<file path="src/rtl/aste_pkg.sv">
// Constants and types for the analog-input sample timing engine.
package aste_pkg;

  // ----------------------------------------------------------------
  // Register map
  // ----------------------------------------------------------------
  localparam logic [7:0] ADDR_CTRL = 8'h00;
  localparam logic [7:0] ADDR_SRC = 8'h04;
  localparam logic [7:0] ADDR_DIV = 8'h08;
  localparam logic [7:0] ADDR_CHANS = 8'h0C;
  localparam logic [7:0] ADDR_PRE = 8'h10;
  localparam logic [7:0] ADDR_POST = 8'h14;
  localparam logic [7:0] ADDR_STAT = 8'h18;
  localparam logic [7:0] ADDR_MASK = 8'h1C;
  localparam logic [7:0] ADDR_STATE = 8'h20;
  localparam logic [7:0] ADDR_COUNT = 8'h24;

  // Control register bits; bits 0 and 1 are self-clearing commands.
  localparam int CTRL_SW_START = 0;
  localparam int CTRL_SW_TICK = 1;
  localparam int CTRL_ARM = 2;
  localparam int CTRL_PRETRIG = 3;
  localparam int CTRL_FALLING = 4;
  localparam int CTRL_HW_START = 5;
  localparam int CTRL_ABORT = 6;

  // Status bits.
  localparam int STAT_DONE = 0;
  localparam int STAT_OVERRUN = 1;
  localparam int STAT_REF_ACC = 2;
  localparam int STAT_W = 3;

  localparam logic [31:0] RESET_DIV = 32'h0000_0001;
  localparam logic [7:0] RESET_CHANS = 8'h01;

  // Source selection codes for the scan tick.
  typedef enum logic [1:0] {
    ASTE_SRC_COUNTER = 2'b00,
    ASTE_SRC_DIVIDER = 2'b01,
    ASTE_SRC_SOFTWARE = 2'b10,
    ASTE_SRC_EXTERNAL = 2'b11
  } aste_src_e;

  // Acquisition phases.
  typedef enum logic [1:0] {
    ASTE_IDLE = 2'b00,
    ASTE_PRE = 2'b01,
    ASTE_WAIT_REF = 2'b10,
    ASTE_POST = 2'b11
  } aste_phase_e;

  // External terminal bundle.
  typedef struct packed {
    logic [5:0] programmable_function_pins;
    logic [7:0] chassis_sync_lines;
    logic star_trigger_line;
  } aste_ext_s;

  // Source select register layout: kind and external line number.
  typedef struct packed {
    logic [3:0] ext_line;
    aste_src_e kind;
  } aste_srcsel_s;

  localparam int EXT_LINES = 15;

endpackage : aste_pkg

</file>
<file path="src/rtl/aste_timing_engine.sv">
// Analog-input sample timing engine with register port and interrupt.
`timescale 1ns/1ps
module aste_timing_engine (
  input wire logic core_clk,
  input wire logic reset,
  input wire logic [7:0] reg_addr,
  input wire logic [31:0] reg_wdata,
  input wire logic reg_wr,
  input wire logic reg_rd,
  output logic [31:0] reg_rdata,
  input wire aste_pkg::aste_ext_s ext_in,
  input wire logic counter_out,
  input wire logic scan_timebase,
  input wire logic channel_conversion_tick,
  input wire logic acq_begin_trigger,
  input wire logic capture_ref_trigger,
  input wire logic acq_hold_trigger,
  output logic acq_begin_trigger_out,
  output logic convert_start,
  output logic sample_start,
  output logic acq_active,
  output logic irq
);

  // ----------------------------------------------------------------
  // Registers
  // ----------------------------------------------------------------
  logic [6:2] ctrl_q;
  aste_pkg::aste_srcsel_s src_q;
  logic [31:0] div_q;
  logic [7:0] chans_q;
  logic [31:0] pre_q;
  logic [31:0] post_q;
  logic [aste_pkg::STAT_W-1:0] stat_q;
  logic [aste_pkg::STAT_W-1:0] mask_q;
  logic sw_start_q;
  logic sw_tick_q;
  aste_pkg::aste_phase_e phase_q;
  logic [31:0] count_q;
  logic [7:0] conv_left_q;
  logic [31:0] div_cnt_q;
  logic raw_q;
  logic tb_q;
  logic div_tick;
  logic raw_tick;
  logic edge_tick;
  logic tick_ok;
  logic conv_ok;
  logic start_ev;
  logic busy;
  logic last_sample;
  logic [aste_pkg::STAT_W-1:0] stat_set;

  function automatic logic wr_hit(input logic [7:0] a, input logic [7:0] ofs);
    return a == ofs;
  endfunction

  // ----------------------------------------------------------------
  // Register writes
  // ----------------------------------------------------------------
  always_ff @(posedge core_clk) begin
    if (reset) begin
      ctrl_q <= '0;
      src_q <= '0;
      div_q <= aste_pkg::RESET_DIV;
      chans_q <= aste_pkg::RESET_CHANS;
      pre_q <= '0;
      post_q <= '0;
      mask_q <= '0;
      sw_start_q <= 1'b0;
      sw_tick_q <= 1'b0;
    end else begin
      sw_start_q <= reg_wr && wr_hit(reg_addr, aste_pkg::ADDR_CTRL) &&
                    reg_wdata[aste_pkg::CTRL_SW_START];
      sw_tick_q <= reg_wr && wr_hit(reg_addr, aste_pkg::ADDR_CTRL) &&
                   reg_wdata[aste_pkg::CTRL_SW_TICK];
      if (reg_wr) begin
        unique case (reg_addr)
          aste_pkg::ADDR_CTRL: ctrl_q <= reg_wdata[6:2];
          aste_pkg::ADDR_SRC: src_q <= reg_wdata[5:0];
          aste_pkg::ADDR_DIV: div_q <= (reg_wdata == 32'h0000_0000) ? 32'h0000_0001 : reg_wdata;
          aste_pkg::ADDR_CHANS: chans_q <= (reg_wdata[7:0] == 8'h00) ? 8'h01 : reg_wdata[7:0];
          aste_pkg::ADDR_PRE: pre_q <= reg_wdata;
          aste_pkg::ADDR_POST: post_q <= reg_wdata;
          aste_pkg::ADDR_MASK: mask_q <= reg_wdata[aste_pkg::STAT_W-1:0];
          default: begin
          end
        endcase
      end
    end
  end

  // ----------------------------------------------------------------
  // Register reads, one cycle later
  // ----------------------------------------------------------------
  always_ff @(posedge core_clk) begin
    if (reset) begin
      reg_rdata <= 32'h0000_0000;
    end else if (reg_rd) begin
      unique case (reg_addr)
        aste_pkg::ADDR_CTRL: reg_rdata <= {25'h000_0000, ctrl_q, 2'b00};
        aste_pkg::ADDR_SRC: reg_rdata <= {26'h000_0000, src_q};
        aste_pkg::ADDR_DIV: reg_rdata <= div_q;
        aste_pkg::ADDR_CHANS: reg_rdata <= {24'h00_0000, chans_q};
        aste_pkg::ADDR_PRE: reg_rdata <= pre_q;
        aste_pkg::ADDR_POST: reg_rdata <= post_q;
        aste_pkg::ADDR_STAT: reg_rdata <= {29'h0000_0000, stat_q};
        aste_pkg::ADDR_MASK: reg_rdata <= {29'h0000_0000, mask_q};
        aste_pkg::ADDR_STATE: reg_rdata <= {22'h00_0000, conv_left_q, phase_q};
        aste_pkg::ADDR_COUNT: reg_rdata <= count_q;
        default: reg_rdata <= 32'h0000_0000;
      endcase
    end else begin
      reg_rdata <= 32'h0000_0000;
    end
  end

  // ----------------------------------------------------------------
  // Scan tick source
  // ----------------------------------------------------------------
  // timebase divider.
  always_ff @(posedge core_clk) begin
    if (reset) begin
      tb_q <= 1'b0;
      div_cnt_q <= 32'h0000_0000;
    end else begin
      tb_q <= scan_timebase;
      if (phase_q == aste_pkg::ASTE_IDLE) begin
        div_cnt_q <= 32'h0000_0000;
      end else if (scan_timebase && !tb_q) begin
        div_cnt_q <= (div_cnt_q + 32'h0000_0001 >= div_q) ? 32'h0000_0000 :
                     div_cnt_q + 32'h0000_0001;
      end
    end
  end
  assign div_tick = (div_cnt_q + 32'h0000_0001 >= div_q) ? 1'b1 : 1'b0;

  always_comb begin
    unique case (src_q.kind)
      aste_pkg::ASTE_SRC_COUNTER: raw_tick = counter_out;
      aste_pkg::ASTE_SRC_DIVIDER: raw_tick = div_tick && scan_timebase && !tb_q;
      aste_pkg::ASTE_SRC_SOFTWARE: raw_tick = sw_tick_q;
      aste_pkg::ASTE_SRC_EXTERNAL: raw_tick = (src_q.ext_line < 4'(aste_pkg::EXT_LINES)) ?
                                              ext_in[src_q.ext_line] : 1'b0;
    endcase
  end

  always_ff @(posedge core_clk) begin
    if (reset) begin
      raw_q <= 1'b0;
    end else begin
      raw_q <= raw_tick;
    end
  end
  assign edge_tick = ctrl_q[aste_pkg::CTRL_FALLING] ? (raw_q && !raw_tick) :
                     (raw_tick && !raw_q);

  // gate idle and hold; busy gate.
  assign busy = conv_left_q != 8'h00;
  assign tick_ok = edge_tick && phase_q != aste_pkg::ASTE_IDLE && !acq_hold_trigger && !busy;
  assign conv_ok = channel_conversion_tick && busy;
  assign start_ev = ctrl_q[aste_pkg::CTRL_ARM] && phase_q == aste_pkg::ASTE_IDLE &&
                    (sw_start_q || (ctrl_q[aste_pkg::CTRL_HW_START] && acq_begin_trigger));
  assign last_sample = count_q == 32'h0000_0001;

  // ----------------------------------------------------------------
  // Per-sample conversion pacing
  // ----------------------------------------------------------------
  // one conversion per channel; tick sets convert period.
  always_ff @(posedge core_clk) begin
    if (reset) begin
      conv_left_q <= 8'h00;
    end else if (tick_ok) begin
      conv_left_q <= chans_q;
    end else if (ctrl_q[aste_pkg::CTRL_ABORT]) begin
      // Going idle lets the final sample finish its conversions; only abort cuts them.
      conv_left_q <= 8'h00;
    end else if (conv_ok) begin
      conv_left_q <= conv_left_q - 8'h01;
    end
  end
  assign convert_start = conv_ok;
  assign sample_start = tick_ok;

  // ----------------------------------------------------------------
  // Sample counter and acquisition phases
  // ----------------------------------------------------------------
  always_ff @(posedge core_clk) begin
    if (reset || ctrl_q[aste_pkg::CTRL_ABORT]) begin
      phase_q <= aste_pkg::ASTE_IDLE;
      count_q <= 32'h0000_0000;
    end else if (start_ev) begin
      if (ctrl_q[aste_pkg::CTRL_PRETRIG] && pre_q != 32'h0000_0000) begin
        phase_q <= aste_pkg::ASTE_PRE;
        count_q <= pre_q;
      end else if (ctrl_q[aste_pkg::CTRL_PRETRIG]) begin
        phase_q <= aste_pkg::ASTE_WAIT_REF;
        count_q <= post_q;
      end else begin
        phase_q <= aste_pkg::ASTE_POST;
        count_q <= post_q;
      end
    end else begin
      unique case (phase_q)
        aste_pkg::ASTE_IDLE: begin
        end
        aste_pkg::ASTE_PRE: begin
          if (tick_ok && last_sample) begin
            phase_q <= aste_pkg::ASTE_WAIT_REF;
            count_q <= post_q;
          end else if (tick_ok) begin
            count_q <= count_q - 32'h0000_0001;
          end
        end
        aste_pkg::ASTE_WAIT_REF: begin
          if (capture_ref_trigger) begin
            phase_q <= (post_q == 32'h0000_0000) ? aste_pkg::ASTE_IDLE : aste_pkg::ASTE_POST;
          end
        end
        aste_pkg::ASTE_POST: begin
          if (tick_ok && (last_sample || count_q == 32'h0000_0000)) begin
            phase_q <= aste_pkg::ASTE_IDLE;
            count_q <= 32'h0000_0000;
          end else if (tick_ok) begin
            count_q <= count_q - 32'h0000_0001;
          end
        end
      endcase
    end
  end
  assign acq_active = phase_q != aste_pkg::ASTE_IDLE;

  always_ff @(posedge core_clk) begin
    if (reset) begin
      acq_begin_trigger_out <= 1'b0;
    end else begin
      acq_begin_trigger_out <= start_ev && sw_start_q;
    end
  end

  // ----------------------------------------------------------------
  // Status and interrupt
  // ----------------------------------------------------------------
  // Set wins over a write-one clear in the same cycle, so no event is lost.
  always_comb begin
    stat_set = '0;
    stat_set[aste_pkg::STAT_DONE] = phase_q == aste_pkg::ASTE_POST && tick_ok &&
                                    (last_sample || count_q == 32'h0000_0000);
    stat_set[aste_pkg::STAT_OVERRUN] = edge_tick && busy && !acq_hold_trigger;
    // reference only counts in the waiting phase.
    stat_set[aste_pkg::STAT_REF_ACC] = phase_q == aste_pkg::ASTE_WAIT_REF && capture_ref_trigger;
  end

  always_ff @(posedge core_clk) begin
    if (reset) begin
      stat_q <= '0;
    end else if (reg_wr && wr_hit(reg_addr, aste_pkg::ADDR_STAT)) begin
      stat_q <= (stat_q & ~reg_wdata[aste_pkg::STAT_W-1:0]) | stat_set;
    end else begin
      stat_q <= stat_q | stat_set;
    end
  end
  assign irq = |(stat_q & mask_q);

  // ----------------------------------------------------------------
  // Checks
  // ----------------------------------------------------------------
  // idle ignores ticks.
  idle_ignore_a: assert property (@(posedge core_clk) disable iff (reset)
    phase_q == aste_pkg::ASTE_IDLE |-> !sample_start) else $error("tick taken while idle");
  busy_block_a: assert property (@(posedge core_clk) disable iff (reset)
    busy |-> !sample_start) else $error("tick taken during conversions");
  conv_gate_a: assert property (@(posedge core_clk) disable iff (reset)
    convert_start |-> conv_left_q != 8'h00) else $error("stray conversion passed");
  chan_load_a: assert property (@(posedge core_clk) disable iff (reset)
    sample_start |=> conv_left_q == $past(chans_q)) else $error("channel count not loaded");
  post_load_a: assert property (@(posedge core_clk) disable iff (reset)
    start_ev && !ctrl_q[aste_pkg::CTRL_PRETRIG] && !ctrl_q[aste_pkg::CTRL_ABORT]
    |=> count_q == $past(post_q) && phase_q == aste_pkg::ASTE_POST) else $error("post count not loaded");
  pre_reload_a: assert property (@(posedge core_clk) disable iff (reset)
    phase_q == aste_pkg::ASTE_PRE && tick_ok && last_sample && !ctrl_q[aste_pkg::CTRL_ABORT]
    |=> phase_q == aste_pkg::ASTE_WAIT_REF && count_q == $past(post_q)) else $error("no post reload");
  ref_early_a: assert property (@(posedge core_clk) disable iff (reset)
    phase_q == aste_pkg::ASTE_PRE && !tick_ok && !ctrl_q[aste_pkg::CTRL_ABORT]
    |=> phase_q == aste_pkg::ASTE_PRE) else $error("early reference acted");
  sw_pulse_a: assert property (@(posedge core_clk) disable iff (reset)
    start_ev && sw_start_q |=> acq_begin_trigger_out ##1 !acq_begin_trigger_out)
    else $error("no start pulse");
  done_flag_a: assert property (@(posedge core_clk) disable iff (reset)
    stat_set[aste_pkg::STAT_DONE] |=> stat_q[aste_pkg::STAT_DONE]) else $error("done flag lost");
  overrun_flag_a: assert property (@(posedge core_clk) disable iff (reset)
    edge_tick && busy && !acq_hold_trigger |=> stat_q[aste_pkg::STAT_OVERRUN])
    else $error("overrun not flagged");

  post_run_c: cover property (@(posedge core_clk) disable iff (reset)
    phase_q == aste_pkg::ASTE_POST ##1 phase_q == aste_pkg::ASTE_IDLE);
  pre_run_c: cover property (@(posedge core_clk) disable iff (reset)
    phase_q == aste_pkg::ASTE_WAIT_REF ##1 phase_q == aste_pkg::ASTE_POST);
  overrun_c: cover property (@(posedge core_clk) disable iff (reset)
    stat_set[aste_pkg::STAT_OVERRUN]);

endmodule // aste_timing_engine

</file>
<file path="config.mk">
export PLATFORM = sky130hd
export DESIGN_NAME = aste_timing_engine
export DESIGN_NICKNAME = d
export VERILOG_FILES = /design/src/rtl/aste_pkg.sv /design/src/rtl/aste_timing_engine.sv
export SDC_FILE = /design/constraint.sdc
export NUM_CORES = 1
export LEC_CHECK = 0
export ABC_AREA = 1
export BUFFER_PORTS_ARGS = -buffer_cell sky130_fd_sc_hd__clkbuf_2
export CORE_ASPECT_RATIO = 2
export CORE_MARGIN = 2
export CORE_UTILIZATION = 28
export CTS_CLUSTER_SIZE = 10
export DETAILED_ROUTE_END_ITERATION = 16
export GPL_TIMING_DRIVEN = 0
export PLACE_DENSITY = 0.48
export SYNTH_ARGS = -nofsm -noshare
export SYNTH_HDL_FRONTEND = slang
export SYNTH_SLANG_ARGS = --single-unit
export TNS_END_PERCENT = 5
</file>
<file path="constraint.sdc">
create_clock -name core_clk -period 5.08 [get_ports core_clk]
set_input_delay 0.762 -clock core_clk [delete_from_list [all_inputs] [get_ports core_clk]]
set_output_delay 0.762 -clock core_clk [all_outputs]
set_load 0.03 [all_outputs]
</file>
== Yosys cells after proc, flatten, opt, wreduce, memory -nomap -nowiden ==
Index checks and enable logic that the tools add are counted.
Storage, ports and cells
  bits in registers: 232
  latch bits: 0
  bits in writable memories: 0
  ROM bits: 0
  input port bits: 65
  memories: 0
Operators by class
  add/subtract/negate cells: 3
  multiply operators: 0
  div/mod/pow operators: 0
  magnitude comparators: 3
  equality and inequality tests: 19
  shifts and indexed selects: 0
  mux-type cells: 28
  bitwise logic cells: 6
  reductions and logical operators: 57
Operators with widths (number)
  $pmux 32 s10: 1
  $mux 32: 7
  $logic_not 32->1: 3
  $pmux 32 s2: 1
  $add 32x1->32 const B: 1
  $eq 32x1->1 const B: 1
  $eq 8x5->1 const B: 4
  $ge 32x32->1: 1
  $mux 8: 4
  $reduce_bool 32->1: 1
  $sub 32x1->32 const B: 1
  $logic_and 1x1->1: 25
  $eq 8x4->1 const B: 2
  $eq 8x6->1 const B: 2
  $logic_not 8->1: 2
  $reduce_and 2->1: 7
  $mux 2: 6
  $ne 3x3->1 const B: 3
  $eq 2x2->1 const B: 4
  $eq 8x3->1 const B: 1
  $reduce_bool 8->1: 1
  $sub 8x1->8 const B: 1
  $and 3x3->3: 2
  $or 3x3->3: 2
  19 further kinds: 33

== Logic depth before layout (Yosys ltp) ==
Gate-level depths: netlist (run 1).
  depth after elaboration: 16
  gate-level depth with buffers: 33

== Worst setup path after synthesis (run 1) ==
OpenSTA, ideal clock, no wires.
  kind: register to output
  start point: register div_cnt_q[0]
  end point: output sample_start
  data arrival time: 3.377 ns
  data required time: 4.318 ns
  slack: 0.941 ns
  stages on the path, launching flop included: 28
  buffers on the path: 1
  cells stage by stage: dfxtp_1 -> ha_1 -> nand3_2 -> nor3b_2 -> inv_2 -> nor3_2 -> nand4_2 -> nor2_2 -> nand2_1 -> nor2_2 -> nand2_2 -> nor2_2 -> nand3_1 -> xor2_1 -> ha_1 -> nand2_1 -> inv_1 -> nand4_1 -> a21oi_1 -> nor2_1 -> nand2_1 -> nand2_1 -> nand2_1 -> nand2_1 -> nand2_1 -> nand3_2 -> inv_1 -> buf_2
On the way
  word-level cells in the longest chain between the ends: 12
  elaborated cells on any way between the ends: 13
  classes of those cells: add/sub (1); order compare (1); mux (3); reduce/logical (8)
Ends and longest elaborated chain
  start: declaration: line aste_timing_engine.sv:41  | logic [31:0] div_cnt_q;
  start signal: assignment: line aste_timing_engine.sv:131  | div_cnt_q <= (div_cnt_q + 32'h0000_0001 >= div_q) ? 32'h0000_0000 :
  $add 32x1->32 *: line aste_timing_engine.sv:136  | assign div_tick = (div_cnt_q + 32'h0000_0001 >= div_q) ? 1'b1 : 1'b0;
  $ge 32x32->1 *: line aste_timing_engine.sv:136
  $mux 1 *: line aste_timing_engine.sv:136
  $logic_and 1x1->1 * (2 in series): line aste_timing_engine.sv:141  | aste_pkg::ASTE_SRC_DIVIDER: raw_tick = div_tick && scan_timebase && !tb_q;
  $pmux 1 s4 *: line aste_timing_engine.sv:139  | unique case (src_q.kind)
  $logic_not 1->1: line aste_timing_engine.sv:155  | assign edge_tick = ctrl_q[aste_pkg::CTRL_FALLING] ? (raw_q && !raw_tick) :
  $logic_and 1x1->1: line aste_timing_engine.sv:155
  $mux 1 *: line aste_timing_engine.sv:155
  $logic_and 1x1->1 * (3 in series): line aste_timing_engine.sv:160  | assign tick_ok = edge_tick && phase_q != aste_pkg::ASTE_IDLE && !acq_hold_trigger && !busy;
  end: declaration: line aste_timing_engine.sv:20  | output logic sample_start,
Mark *: on every way between the ends. The rest lies on a longest branch, timed or not.

== Final worst setup path (run 1) ==
Ends and elaborated chain as after synthesis.

==> results of run 1 <==
==> cells in the mapped netlist, types with 2 or more instances <==
cell	number
nand3_1	75
nand3b_1	2
nor3_1	15
nand2_1	315
inv_1	266
clkinv_1	3
xor2_1	26
buf_2	14
a211oi_1	10
buf_1	2
nand4_1	45
clkbuf_1	72
nor4_1	17
a41oi_1	2
nor2_2	11
nor3_2	5
a21o_1	2
a2111oi_0	3
buf_4	3
o211ai_1	3
nand2_2	3
a21oi_1	295
nor2_1	146
nand4_2	3
nand3_2	6
xnor2_1	7
dfxtp_1	232
o21ai_0	192
a221oi_1	21
inv_2	5
o22ai_1	40
ha_1	40
==> layout make-up <==
cell class,instances,area (um2),share of cell area (%)
plain buffers,90,365,2.36
clock buffers,38,788,5.09
clock inverters,2,21.3,0.137
inverters,274,1030,6.67
multi-input cells,1300,7040,45.4
flip-flops and latches,232,4660,30.1
well taps,565,707,4.56
repair buffers,147,876,5.65
==> state kept, by name, summed over array words and instances, names as in the netlist, 2 cells and up <==
register and cells:
div_cnt_q 32, stat_q 3, count_q 32, reg_rdata 32, src_q 6, ctrl_q 5
div_q 32, phase_q 2, chans_q 8, pre_q 32, mask_q 3, post_q 32
conv_left_q 8
==> through the flow <==
stage	power, mW	utilization, %	std cells	cell area, um2	worst slack (ps)
6_report	5.55	34.0	2648	15500	84.3
5_1_grt	5.83	34.0	2648	15500	-201
4_1_cts	5.53	33.6	2641	15300	-54.2
3_5_place_dp	3.60	30.9	2563	14100	-354
3_3_place_gp	3.61	30.8	2563	14100	-319
2_1_floorplan	3.15	-	1897	12800	941
==> worst paths after layout <==
kind | from | slack, ps | end | depth (start not counted)
worst max-delay path | div_cnt_q[0]$_SDFFE_PP0P_ | 80 | sample_start | 28
worst min-delay path | sw_start_q$_SDFF_PP0_ | 450 | acq_begin_trigger_out$_SDFF_PP0_ | 2
worst max register to register | div_cnt_q[0]$_SDFFE_PP0P_ | 220 | div_cnt_q[20]$_SDFFE_PP0P_ | 37
worst min register to register | sw_start_q$_SDFF_PP0_ | 450 | acq_begin_trigger_out$_SDFF_PP0_ | 2
==> worst max-delay path: cells and delay by family (launching register included) <==
kind	cells	cell delay [ps]
buf+inv	5	470
xor+xnor	1	170
simple gates	20	2180
flops	1	390
fa+ha+maj	2	430
==> where the power goes <==
part / switching [mW] / internal, mW / leakage, nW
clock: 0.825 / 1.06 / 0.398
sequential: 0.182 / 1.95 / 1.88
combinational: 1.06 / 0.464 / 4.06
==> repair_timing <==
action,in CTS,in global routing
setup endpoints to repair,14,2
pin swaps,17,23
gates resized for setup,45,28
buffers inserted,38,10
==> layer usage <==
layer	part of all wire (%)	vias up	wire length, um
met4	5.6	0	3050
met2	47	511	25800
met1	41	6443	22500
met3	5.6	131	3020
li1	-	6720	-
met5	0	-	0
==> logic make-up after synthesis <==
family,share of synthesized area [%]
AO/OA/AOI/OAI,24.0
XOR/XNOR,2.38
adder cells (fa/ha/maj),3.90
AND/OR/NAND/NOR,22.6
flip-flops,36.2
buffers and inverters,10.9
==> flow_metrics.py, run 1 <==
metrics = {
    "synthesis": {
        "async_flop_share_pct": 0,
        "synth_nets": 2002,
        "synth_seq_cells": 232,
        "synth_cells": 1897,
        "ys_top_cells_by_area": "dfxtp_1, a21oi_1, nand2_1",
        "syn_area_um2": 12800,
        "synth-main-ff-cell": "dfxtp_1",
        "ys_warn_count": 0,
        "synth_top_area_share_pct": 36.2,
        "avgSynthCellArea_um2": 6.77,
        "yosysSeqAreaShare_pct": 36.2,
        "synth_edf_count": 0,
        "synth_top_area_cell": "dfxtp_1",
        "netlist-cell-type-count": 48,
    },
    "route": {
        "num_vias": 13800,
        "first_pass_iters": 5,
        "wl_per_cell_um": 20.5,
        "drt_iter0_drc": 1174,
        "totalWireLength_um": 54400,
        "drc": 0,
        "vias_per_cell": 5.21,
        "antenna_left": 0,
    },
    "timing": {
        "fin_skew_ps": 16.0,
        "hold_ws_ps": 454,
        "relSlewSlack_pct": 13.1,
        "hold_viol": 0,
        "rsz0062_at_grt": "true",
        "fin_tns_setup_ps": 0,
        "timing.final.crit_period_ps": 5000,
        "fmax_ghz": 0.200,
        "tightest_slew_ps": 1300,
        "drv_slew": 0,
        "setup_viol": 0,
        "period_share_pct": 98.3,
    },
    "setup_path": {
        "cp_slowest_stage_delay_ps": 390,
        "cpMostUsedCell": "nand2_4",
        "critPathSlowestCell": "dfxtp_4",
        "worst_setup_path_start_kind": "flip-flop",
        "crit_type": "reg -> out",
        "endpoint_kind": "output port",
        "cp.required_ps": 4320,
        "path_max_fanout": 3,
        "worst_ep_arrival_time_ps": 4230,
    },
    "clock_tree": {
        "cts_tree": "yes",
        "cts_made_buffers": 28,
        "cts.sinks": 232,
        "cts_hold_buffers": 0,
        "clkLatencyLatePin_ps": 570,
        "ctsRootBufferMaster": "clkbuf_16",
        "cts.clk_slew.worst_paths_ps": 60,
        "htreeDepth": 1,
        "ctsLongestPathBuffers": 3,
    },
    "global_routing": {
        "grt_use_met3_pct": 2.34,
        "antenna_found_initial": 0,
        "grt_pass1_vias": 13300,
        "grt_pass1_wl_um": 80500,
        "gr-usage-met1_pct": 28.0,
        "grt_util_all_layers_pct": 22.2,
        "grt_busiest_layer": "met2",
        "grt-ovfl-total": 0,
        "grt_max_degree": 15,
        "met2_usage_pct": 37.3,
    },
    "final_layout": {
        "nNetsFinal": 2178,
        "drive_above_1_share_pct": 13.0,
        "final_common_cell": "nand2_1",
        "filler_cell_count": 5029,
        "final_cell_mix": "nand2_1, a21oi_1, inv_1, dfxtp_1, o21ai_0",
        "area_growth_pct": 20.7,
        "insertedDiodeCount": 0,
    },
    "floorplan": {
        "start_util_pct": 28.2,
        "rows": 111,
        "dieArea_um2": 47700,
        "die_y_um": 307,
        "dieWidth_um": 155,
        "coreArea_um2": 45600,
        "pin_count": 102,
    },
    "placed_design": {
        "place_congestion": 0.947,
        "portBuffers": 101,
        "dpl.hpwl_um": 41100,
    },
    "power": {
        "p_leak_nw": 6.34,
        "ir_drop_mv": 0.269,
        "power.density_nw_per_um2": 358,
    },
    "worst_hold_path": {
        "min_path_type": "reg -> reg",
    },
    "status": {
        "status": "finished clean",
    },
    "run": {
        "maxCapViolCount": 0,
    },
}
Note: power is estimated with default switching activity, not from simulation.
==> run 2: changes to the inputs <==
--- a/config.mk
+++ b/config.mk
@@ -17,4 +17,4 @@
 export SYNTH_ARGS = -nofsm -noshare
 export SYNTH_HDL_FRONTEND = slang
 export SYNTH_SLANG_ARGS = --single-unit
-export TNS_END_PERCENT = 5
+export TNS_END_PERCENT = 50
==> constraint.sdc (replaced) <==
create_clock -name core_clk -period 5.08 [get_ports core_clk]
set_input_delay 0.762 -clock core_clk [delete_from_list [all_inputs] [get_ports core_clk]]
set_output_delay 0.762 -clock core_clk [all_outputs]
set_load 0.02 [all_outputs]
==> flow_metrics.py, run 2 (synthesis gave the netlist of run 1 again) <==
metrics = {
    "route": {
        "first_pass_iters": 5,
        "drc": 0,
        "drt_iter0_drc": 1152,
        "vias_per_cell": 5.23,
        "wl_per_cell_um": 20.5,
        "totalWireLength_um": 54300,
        "num_vias": 13800,
        "antenna_left": 0,
    },
    "timing": {
        "fmax_ghz": 0.200,
        "tightest_slew_ps": 1310,
        "fin_skew_ps": 15.9,
        "relSlewSlack_pct": 12.6,
        "rsz0062_at_grt": "true",
        "hold_viol": 0,
        "hold_ws_ps": 453,
        "period_share_pct": 98.2,
        "drv_slew": 0,
        "timing.final.crit_period_ps": 4990,
        "setup_viol": 0,
    },
    "floorplan": {
        "rows": 111,
        "start_util_pct": 28.2,
        "die_y_um": 307,
        "dieArea_um2": 47700,
        "dieWidth_um": 155,
        "coreArea_um2": 45600,
        "pin_count": 102,
    },
    "global_routing": {
        "antenna_found_initial": 0,
        "grt_busiest_layer": "met2",
        "grt-ovfl-total": 0,
        "grt_max_degree": 15,
        "grt_pass1_vias": 13300,
        "met2_usage_pct": 37.4,
        "grt_pass1_wl_um": 80900,
        "grt_util_all_layers_pct": 22.2,
        "grt_use_met3_pct": 1.96,
        "gr-usage-met1_pct": 28.4,
    },
    "final_layout": {
        "final_common_cell": "nand2_1",
        "final_cell_mix": "nand2_1, a21oi_1, inv_1, dfxtp_1, o21ai_0",
        "area_growth_pct": 20.3,
        "drive_above_1_share_pct": 12.7,
        "insertedDiodeCount": 0,
        "design_area_um2": 15400,
        "nNetsFinal": 2176,
        "filler_cell_count": 5035,
    },
    "clock_tree": {
        "clkLatencyLatePin_ps": 570,
        "ctsRootBufferMaster": "clkbuf_16",
        "cts_tree": "yes",
        "cts.clk_slew.worst_paths_ps": 60,
        "cts_made_buffers": 28,
        "ctsLongestPathBuffers": 3,
        "cts.sinks": 232,
        "htreeDepth": 1,
        "cts_hold_buffers": 0,
    },
    "setup_path": {
        "reg2reg_from": "div_cnt_q[0]$_SDFFE_PP0P_",
        "crit_family": "simple AND/OR/NAND/NOR gates",
        "cp_slowest_stage_delay_ps": 390,
        "worstRegToRegCells": 36,
        "cp.required_ps": 4320,
        "worst_setup_path_start_kind": "flip-flop",
        "cpMostUsedCell": "nand2_4",
        "path_max_fanout": 3,
        "endpoint_kind": "output port",
        "r2r_slack_ps": 220,
        "r2r_end": "div_cnt_q[20]$_SDFFE_PP0P_",
        "critPathSlowestCell": "dfxtp_4",
        "path_buf_inv": 4,
        "worst_ep_arrival_time_ps": 4230,
        "crit_type": "reg -> out",
    },
    "power": {
        "p_leak_nw": 6.31,
        "power.density_nw_per_um2": 359,
        "ir_drop_mv": 0.269,
    },
    "run": {
        "maxCapViolCount": 0,
    },
    "worst_hold_path": {
        "min_path_type": "reg -> reg",
        "holdCritStartpoint": "sw_start_q$_SDFF_PP0_",
        "hold_depth": 2,
        "min_to": "acq_begin_trigger_out$_SDFF_PP0_",
    },
    "placed_design": {
        "portBuffers": 101,
        "dpl.hpwl_um": 41100,
        "dpl_cell_area_um2": 14100,
        "place_congestion": 0.947,
    },
    "status": {
        "status": "finished clean",
    },
}
==> run 2: cell types whose count changed in the layout (fill, tap and decap cells not counted), sizes merged <==
cell  previous run  this run
buf             65        63
==> run 2: report_power, final <==
| part | switching (mW) | internal [mW] | leakage (nW) |
|---|---|---|---|
| logic | 1.05 | 0.465 | 4.04 |
| clock network | 0.818 | 1.06 | 0.398 |
| registers | 0.185 | 1.95 | 1.88 |
==> run 2: per-layer routing <==
layer  share of wire [%]  wire length, um
met1                  42            22600
met2                  48            26000
met3                 5.4             2960
met4                 5.1             2800
met5                   0                0
==> run 2: how the worst max path moves through the flow <==
stage | from | slack (ps) | to | depth (start not counted)
2_1_floorplan | div_cnt_q[0]$_SDFFE_PP0P_ | 970 | sample_start | 27
3_3_place_gp | div_cnt_q[0]$_SDFFE_PP0P_ | -280 | sample_start | 29
3_5_place_dp | div_cnt_q[0]$_SDFFE_PP0P_ | -320 | sample_start | 29
4_1_cts | div_cnt_q[0]$_SDFFE_PP0P_ | -60 | sample_start | 27
5_1_grt | div_cnt_q[0]$_SDFFE_PP0P_ | -190 | sample_start | 27
6_report | div_cnt_q[0]$_SDFFE_PP0P_ | 90 | sample_start | 27
==> run 2: cell type report <==
| cell class | count | area [um2] | area share [%] |
|---|---|---|---|
| multi-input cells | 1300 | 7000 | 45.3 |
| flip-flops and latches | 232 | 4660 | 30.2 |
| inverters | 274 | 1030 | 6.69 |
| repair buffers | 145 | 865 | 5.60 |
| clock buffers | 38 | 788 | 5.10 |
| well taps | 565 | 707 | 4.58 |
| plain buffers | 90 | 365 | 2.37 |
| clock inverters | 2 | 21.3 | 0.138 |
==> run 2: worst min-delay path: cells and delay by family, from the launching register on <==
family,cells,cell delay [ps]
AND/OR/NAND/NOR,2,110
flip-flops,1,310
==> run 2: what timing repair did <==
action	in CTS	in global routing
pin swaps	18	21
setup endpoints to repair	14	2
gates cloned	0	0
setup buffers	37	9
resized for setup	43	23
==> run 2: stage by stage <==
stage | cells | power [mW] | setup TNS [ps] | worst slack (ps) | utilization [%]
finish | 2646 | 5.54 | 0 | 89.8 | 33.9
floorplan | 1897 | 3.14 | 0 | 974 | -
global placement | 2563 | 3.60 | -660 | -283 | 30.8
detailed placement | 2563 | 3.60 | -615 | -318 | 30.9
CTS | 2640 | 5.52 | -56.6 | -56.6 | 33.6
global route | 2646 | 5.82 | -258 | -189 | 33.9
==> run 3: changes to the inputs <==
--- a/config.mk
+++ b/config.mk
@@ -5,7 +5,7 @@
 export SDC_FILE = /design/constraint.sdc
 export NUM_CORES = 1
 export LEC_CHECK = 0
-export ABC_AREA = 1
+export ABC_AREA = 0
 export BUFFER_PORTS_ARGS = -buffer_cell sky130_fd_sc_hd__clkbuf_2
 export CORE_ASPECT_RATIO = 2
 export CORE_MARGIN = 2
==> constraint.sdc (replaced) <==
create_clock -name core_clk -period 5.08 [get_ports core_clk]
set_input_delay 0.762 -clock core_clk [delete_from_list [all_inputs] [get_ports core_clk]]
set_output_delay 0.762 -clock core_clk [all_outputs]
set_load 0.05 [all_outputs]
==> flow_metrics.py, run 3 <==
metrics = {
    "final_layout": {
        "area_growth_pct": 19.9,
        "insertedDiodeCount": 0,
        "final_cell_mix": "nand2_1, dfxtp_1, a21oi_1, nor2_1, clkbuf_2",
        "nNetsFinal": 1920,
        "final_cells": 2379,
        "filler_cell_count": 4731,
        "drive_above_1_share_pct": 13.5,
        "final_util_pct": 33.9,
        "final_common_cell": "nand2_1",
    },
    "worst_hold_path": {
        "min_to": "tb_q$_SDFF_PP0_",
        "min_path_type": "in -> reg",
        "hold_depth": 2,
        "holdCritStartpoint": "scan_timebase",
    },
    "timing": {
        "drv_slew": 0,
        "timing.final.crit_period_ps": 5080,
        "period_share_pct": 100,
        "tightest_slew_ps": 1060,
        "hold_viol": 0,
        "fmax_ghz": 0.197,
        "rsz0062_at_grt": "true",
        "worst_slack_ps": -4.48,
        "fin_skew_ps": 30.3,
        "hold_ws_ps": 428,
        "setup_viol": 1,
        "relSlewSlack_pct": 29.0,
    },
    "route": {
        "vias_per_cell": 5.72,
        "drt_iter0_drc": 993,
        "drc": 0,
        "wl_per_cell_um": 26.1,
        "antenna_left": 0,
        "totalWireLength_um": 62200,
        "first_pass_iters": 6,
        "num_vias": 13600,
    },
    "clock_tree": {
        "cts_made_buffers": 27,
        "clkLatencyLatePin_ps": 580,
        "cts.clk_slew.worst_paths_ps": 60,
        "ctsLongestPathBuffers": 3,
        "htreeDepth": 1,
        "ctsRootBufferMaster": "clkbuf_16",
        "cts.sinks": 232,
        "cts_tree": "yes",
    },
    "placed_design": {
        "place_congestion": 0.992,
        "dp_slack_ps": -2010,
        "dpl.hpwl_um": 49000,
        "post-place-cells": 2313,
        "portBuffers": 97,
    },
    "synthesis": {
        "synth_edf_count": 0,
        "synth_top_area_cell": "dfxtp_1",
        "syn_area_um2": 12700,
        "netlist-cell-type-count": 75,
        "synthMostInstantiatedCell": "nand2_1",
        "synth_seq_cells": 232,
        "synth_cells": 1656,
        "synth_top_area_share_pct": 36.5,
        "synth_nets": 1761,
        "ys_warn_count": 0,
        "avgSynthCellArea_um2": 7.68,
        "synth_commonest_cells": "nand2_1, dfxtp_1, a21oi_1",
        "ys_top_cells_by_area": "dfxtp_1, nand2_1, a21oi_1",
        "async_flop_share_pct": 0,
        "synth-main-ff-cell": "dfxtp_1",
        "yosysSeqAreaShare_pct": 36.5,
    },
    "setup_path": {
        "worst_setup_path_start_kind": "flip-flop",
        "critPathSlowestCell": "nor4_4",
        "crit_chain": "and4_1 > nand4_1 > buf_6 > nor4_4 > nand2_2 > nor2_4 > nand3_2 > xnor2_2 > ha_1 > nand4_1 > buf_4 > nor4_4 > o211a_4 > o31a_1 > o21ai_2 > inv_2 > buf_12 > buf_12",
        "worstRegToRegCells": 23,
        "worst_ep_arrival_time_ps": 4320,
        "crit_type": "reg -> out",
        "reg2reg_from": "div_cnt_q[6]$_SDFFE_PP0P_",
        "path_max_fanout": 8,
        "r2r_slack_ps": 100,
        "endpoint_kind": "output port",
        "cp.required_ps": 4320,
        "cp_slowest_stage_delay_ps": 380,
        "r2r_end": "count_q[8]$_SDFFE_PP0P_",
    },
    "run": {
        "maxCapViolCount": 0,
    },
    "global_routing": {
        "grt_pass1_wl_um": 90100,
        "antenna_found_initial": 0,
        "grt_max_degree": 15,
        "grt-ovfl-total": 0,
        "grt_pass1_vias": 13700,
        "grt_util_all_layers_pct": 25.9,
    },
    "power": {
        "power.density_nw_per_um2": 330,
        "ir_drop_mv": 0.225,
        "p_leak_nw": 5.21,
    },
    "floorplan": {
        "coreArea_um2": 45000,
        "dieWidth_um": 155,
        "rows": 110,
        "dieArea_um2": 47300,
        "start_util_pct": 28.3,
        "die_y_um": 305,
        "pin_count": 102,
    },
    "status": {
        "status": "finished with violations",
        "violations": "setup timing",
    },
}
[run 3: changes by cell type after synthesis, moves of 21 or more]
cell	before	now
o22ai_1	40	12
mux2i_1	0	33
a21oi_1	295	200
nand4_1	45	22
xnor2_1	7	33
inv_1	266	51
nand2_1	315	294
o21ai_0	192	59
a22oi_1	0	76
nor4_1	17	38
nand3_1	75	50
nor2_1	146	116
nor3_1	15	36
clkbuf_1	72	103
[run 3: kinds of logic (layout without fill, tap and decap cells)]
| group | count (synthesis) | count (layout) | synth area share [%] |
|---|---|---|---|
| mux | 45 | 45 | 3.92 |
| flops | 232 | 232 | 36.5 |
| buf+inv | 166 | 329 | 4.96 |
| simple gates | 654 | 654 | 24.0 |
| compound gates | 469 | 469 | 23.3 |
| fa+ha+maj | 40 | 40 | 3.93 |
| xor+xnor | 50 | 50 | 3.44 |
[run 3: routing by layer]
| metal | track usage (%) | part of all wire (%) | wire length [um] |
|---|---|---|---|
| met5 | 0 | 0 | 0 |
| met4 | 24.1 | 11 | 6790 |
| met3 | 2.65 | 4.7 | 2890 |
| met2 | 47.4 | 51 | 32000 |
| met1 | 24.8 | 33 | 20500 |
[run 3: timing repair]
item,CTS,global route
gates resized for setup,48,39
hold buffers,0,0
endpoints found under the setup margin,77,43
buffers inserted,12,23
gates cloned,0,0
pin swaps,11,16
[run 3: critical path: cells and delay by family, from the launching register on]
| family | cells | cell delay (ps) |
|---|---|---|
| flip-flops | 1 | 360 |
| buffers and inverters | 5 | 720 |
| adder cells (fa/ha/maj) | 1 | 300 |
| XOR/XNOR | 1 | 170 |
| AND/OR/NAND/NOR | 8 | 1570 |
| AO/OA/AOI/OAI | 3 | 580 |
[run 3: how the worst max path moves through the flow]
stage | to | start | slack, ps | cells past startpoint
after global placement | sample_start | div_cnt_q[6]$_SDFFE_PP0P_ | -2080 | 17
after global routing | sample_start | div_cnt_q[3]$_SDFFE_PP0P_ | -150 | 18
after CTS | sample_start | div_cnt_q[2]$_SDFFE_PP0P_ | -160 | 18
after detailed placement | sample_start | div_cnt_q[6]$_SDFFE_PP0P_ | -2010 | 17
after floorplan | sample_start | div_cnt_q[6]$_SDFFE_PP0P_ | 10 | 17
final | sample_start | div_cnt_q[6]$_SDFFE_PP0P_ | -4 | 18
[run 3: power by group]
| part | leakage, nW | internal (mW) | switching, mW |
|---|---|---|---|
| logic | 2.97 | 0.384 | 0.802 |
| registers | 1.88 | 1.91 | 0.158 |
| clock network | 0.357 | 0.963 | 0.821 |
| total | 5.21 | 3.25 | 1.78 |
[run 3: area by class of cell]
type	count	area, um2	share of cell area, %
multi-input combinational	1258	7750	50.8
timing repair buffer	132	771	5.05
clock buffer	31	701	4.59
tap	560	701	4.59
clock inverter	2	25.0	0.164
sequential	232	4670	30.6
buffer	113	453	2.97
inverter	51	191	1.25
[run 3: stage by stage]
| stage | setup TNS [ps] | power (mW) | cell area [um2] |
|---|---|---|---|
| floorplan | 0 | 2.78 | 12700 |
| CTS | -260 | 5.03 | 14900 |
| global placement | -91130 | 3.23 | 13900 |
| finish | -4.48 | 5.04 | 15300 |
| global route | -150 | 5.23 | 15300 |
| detailed placement | -86640 | 3.24 | 13900 |
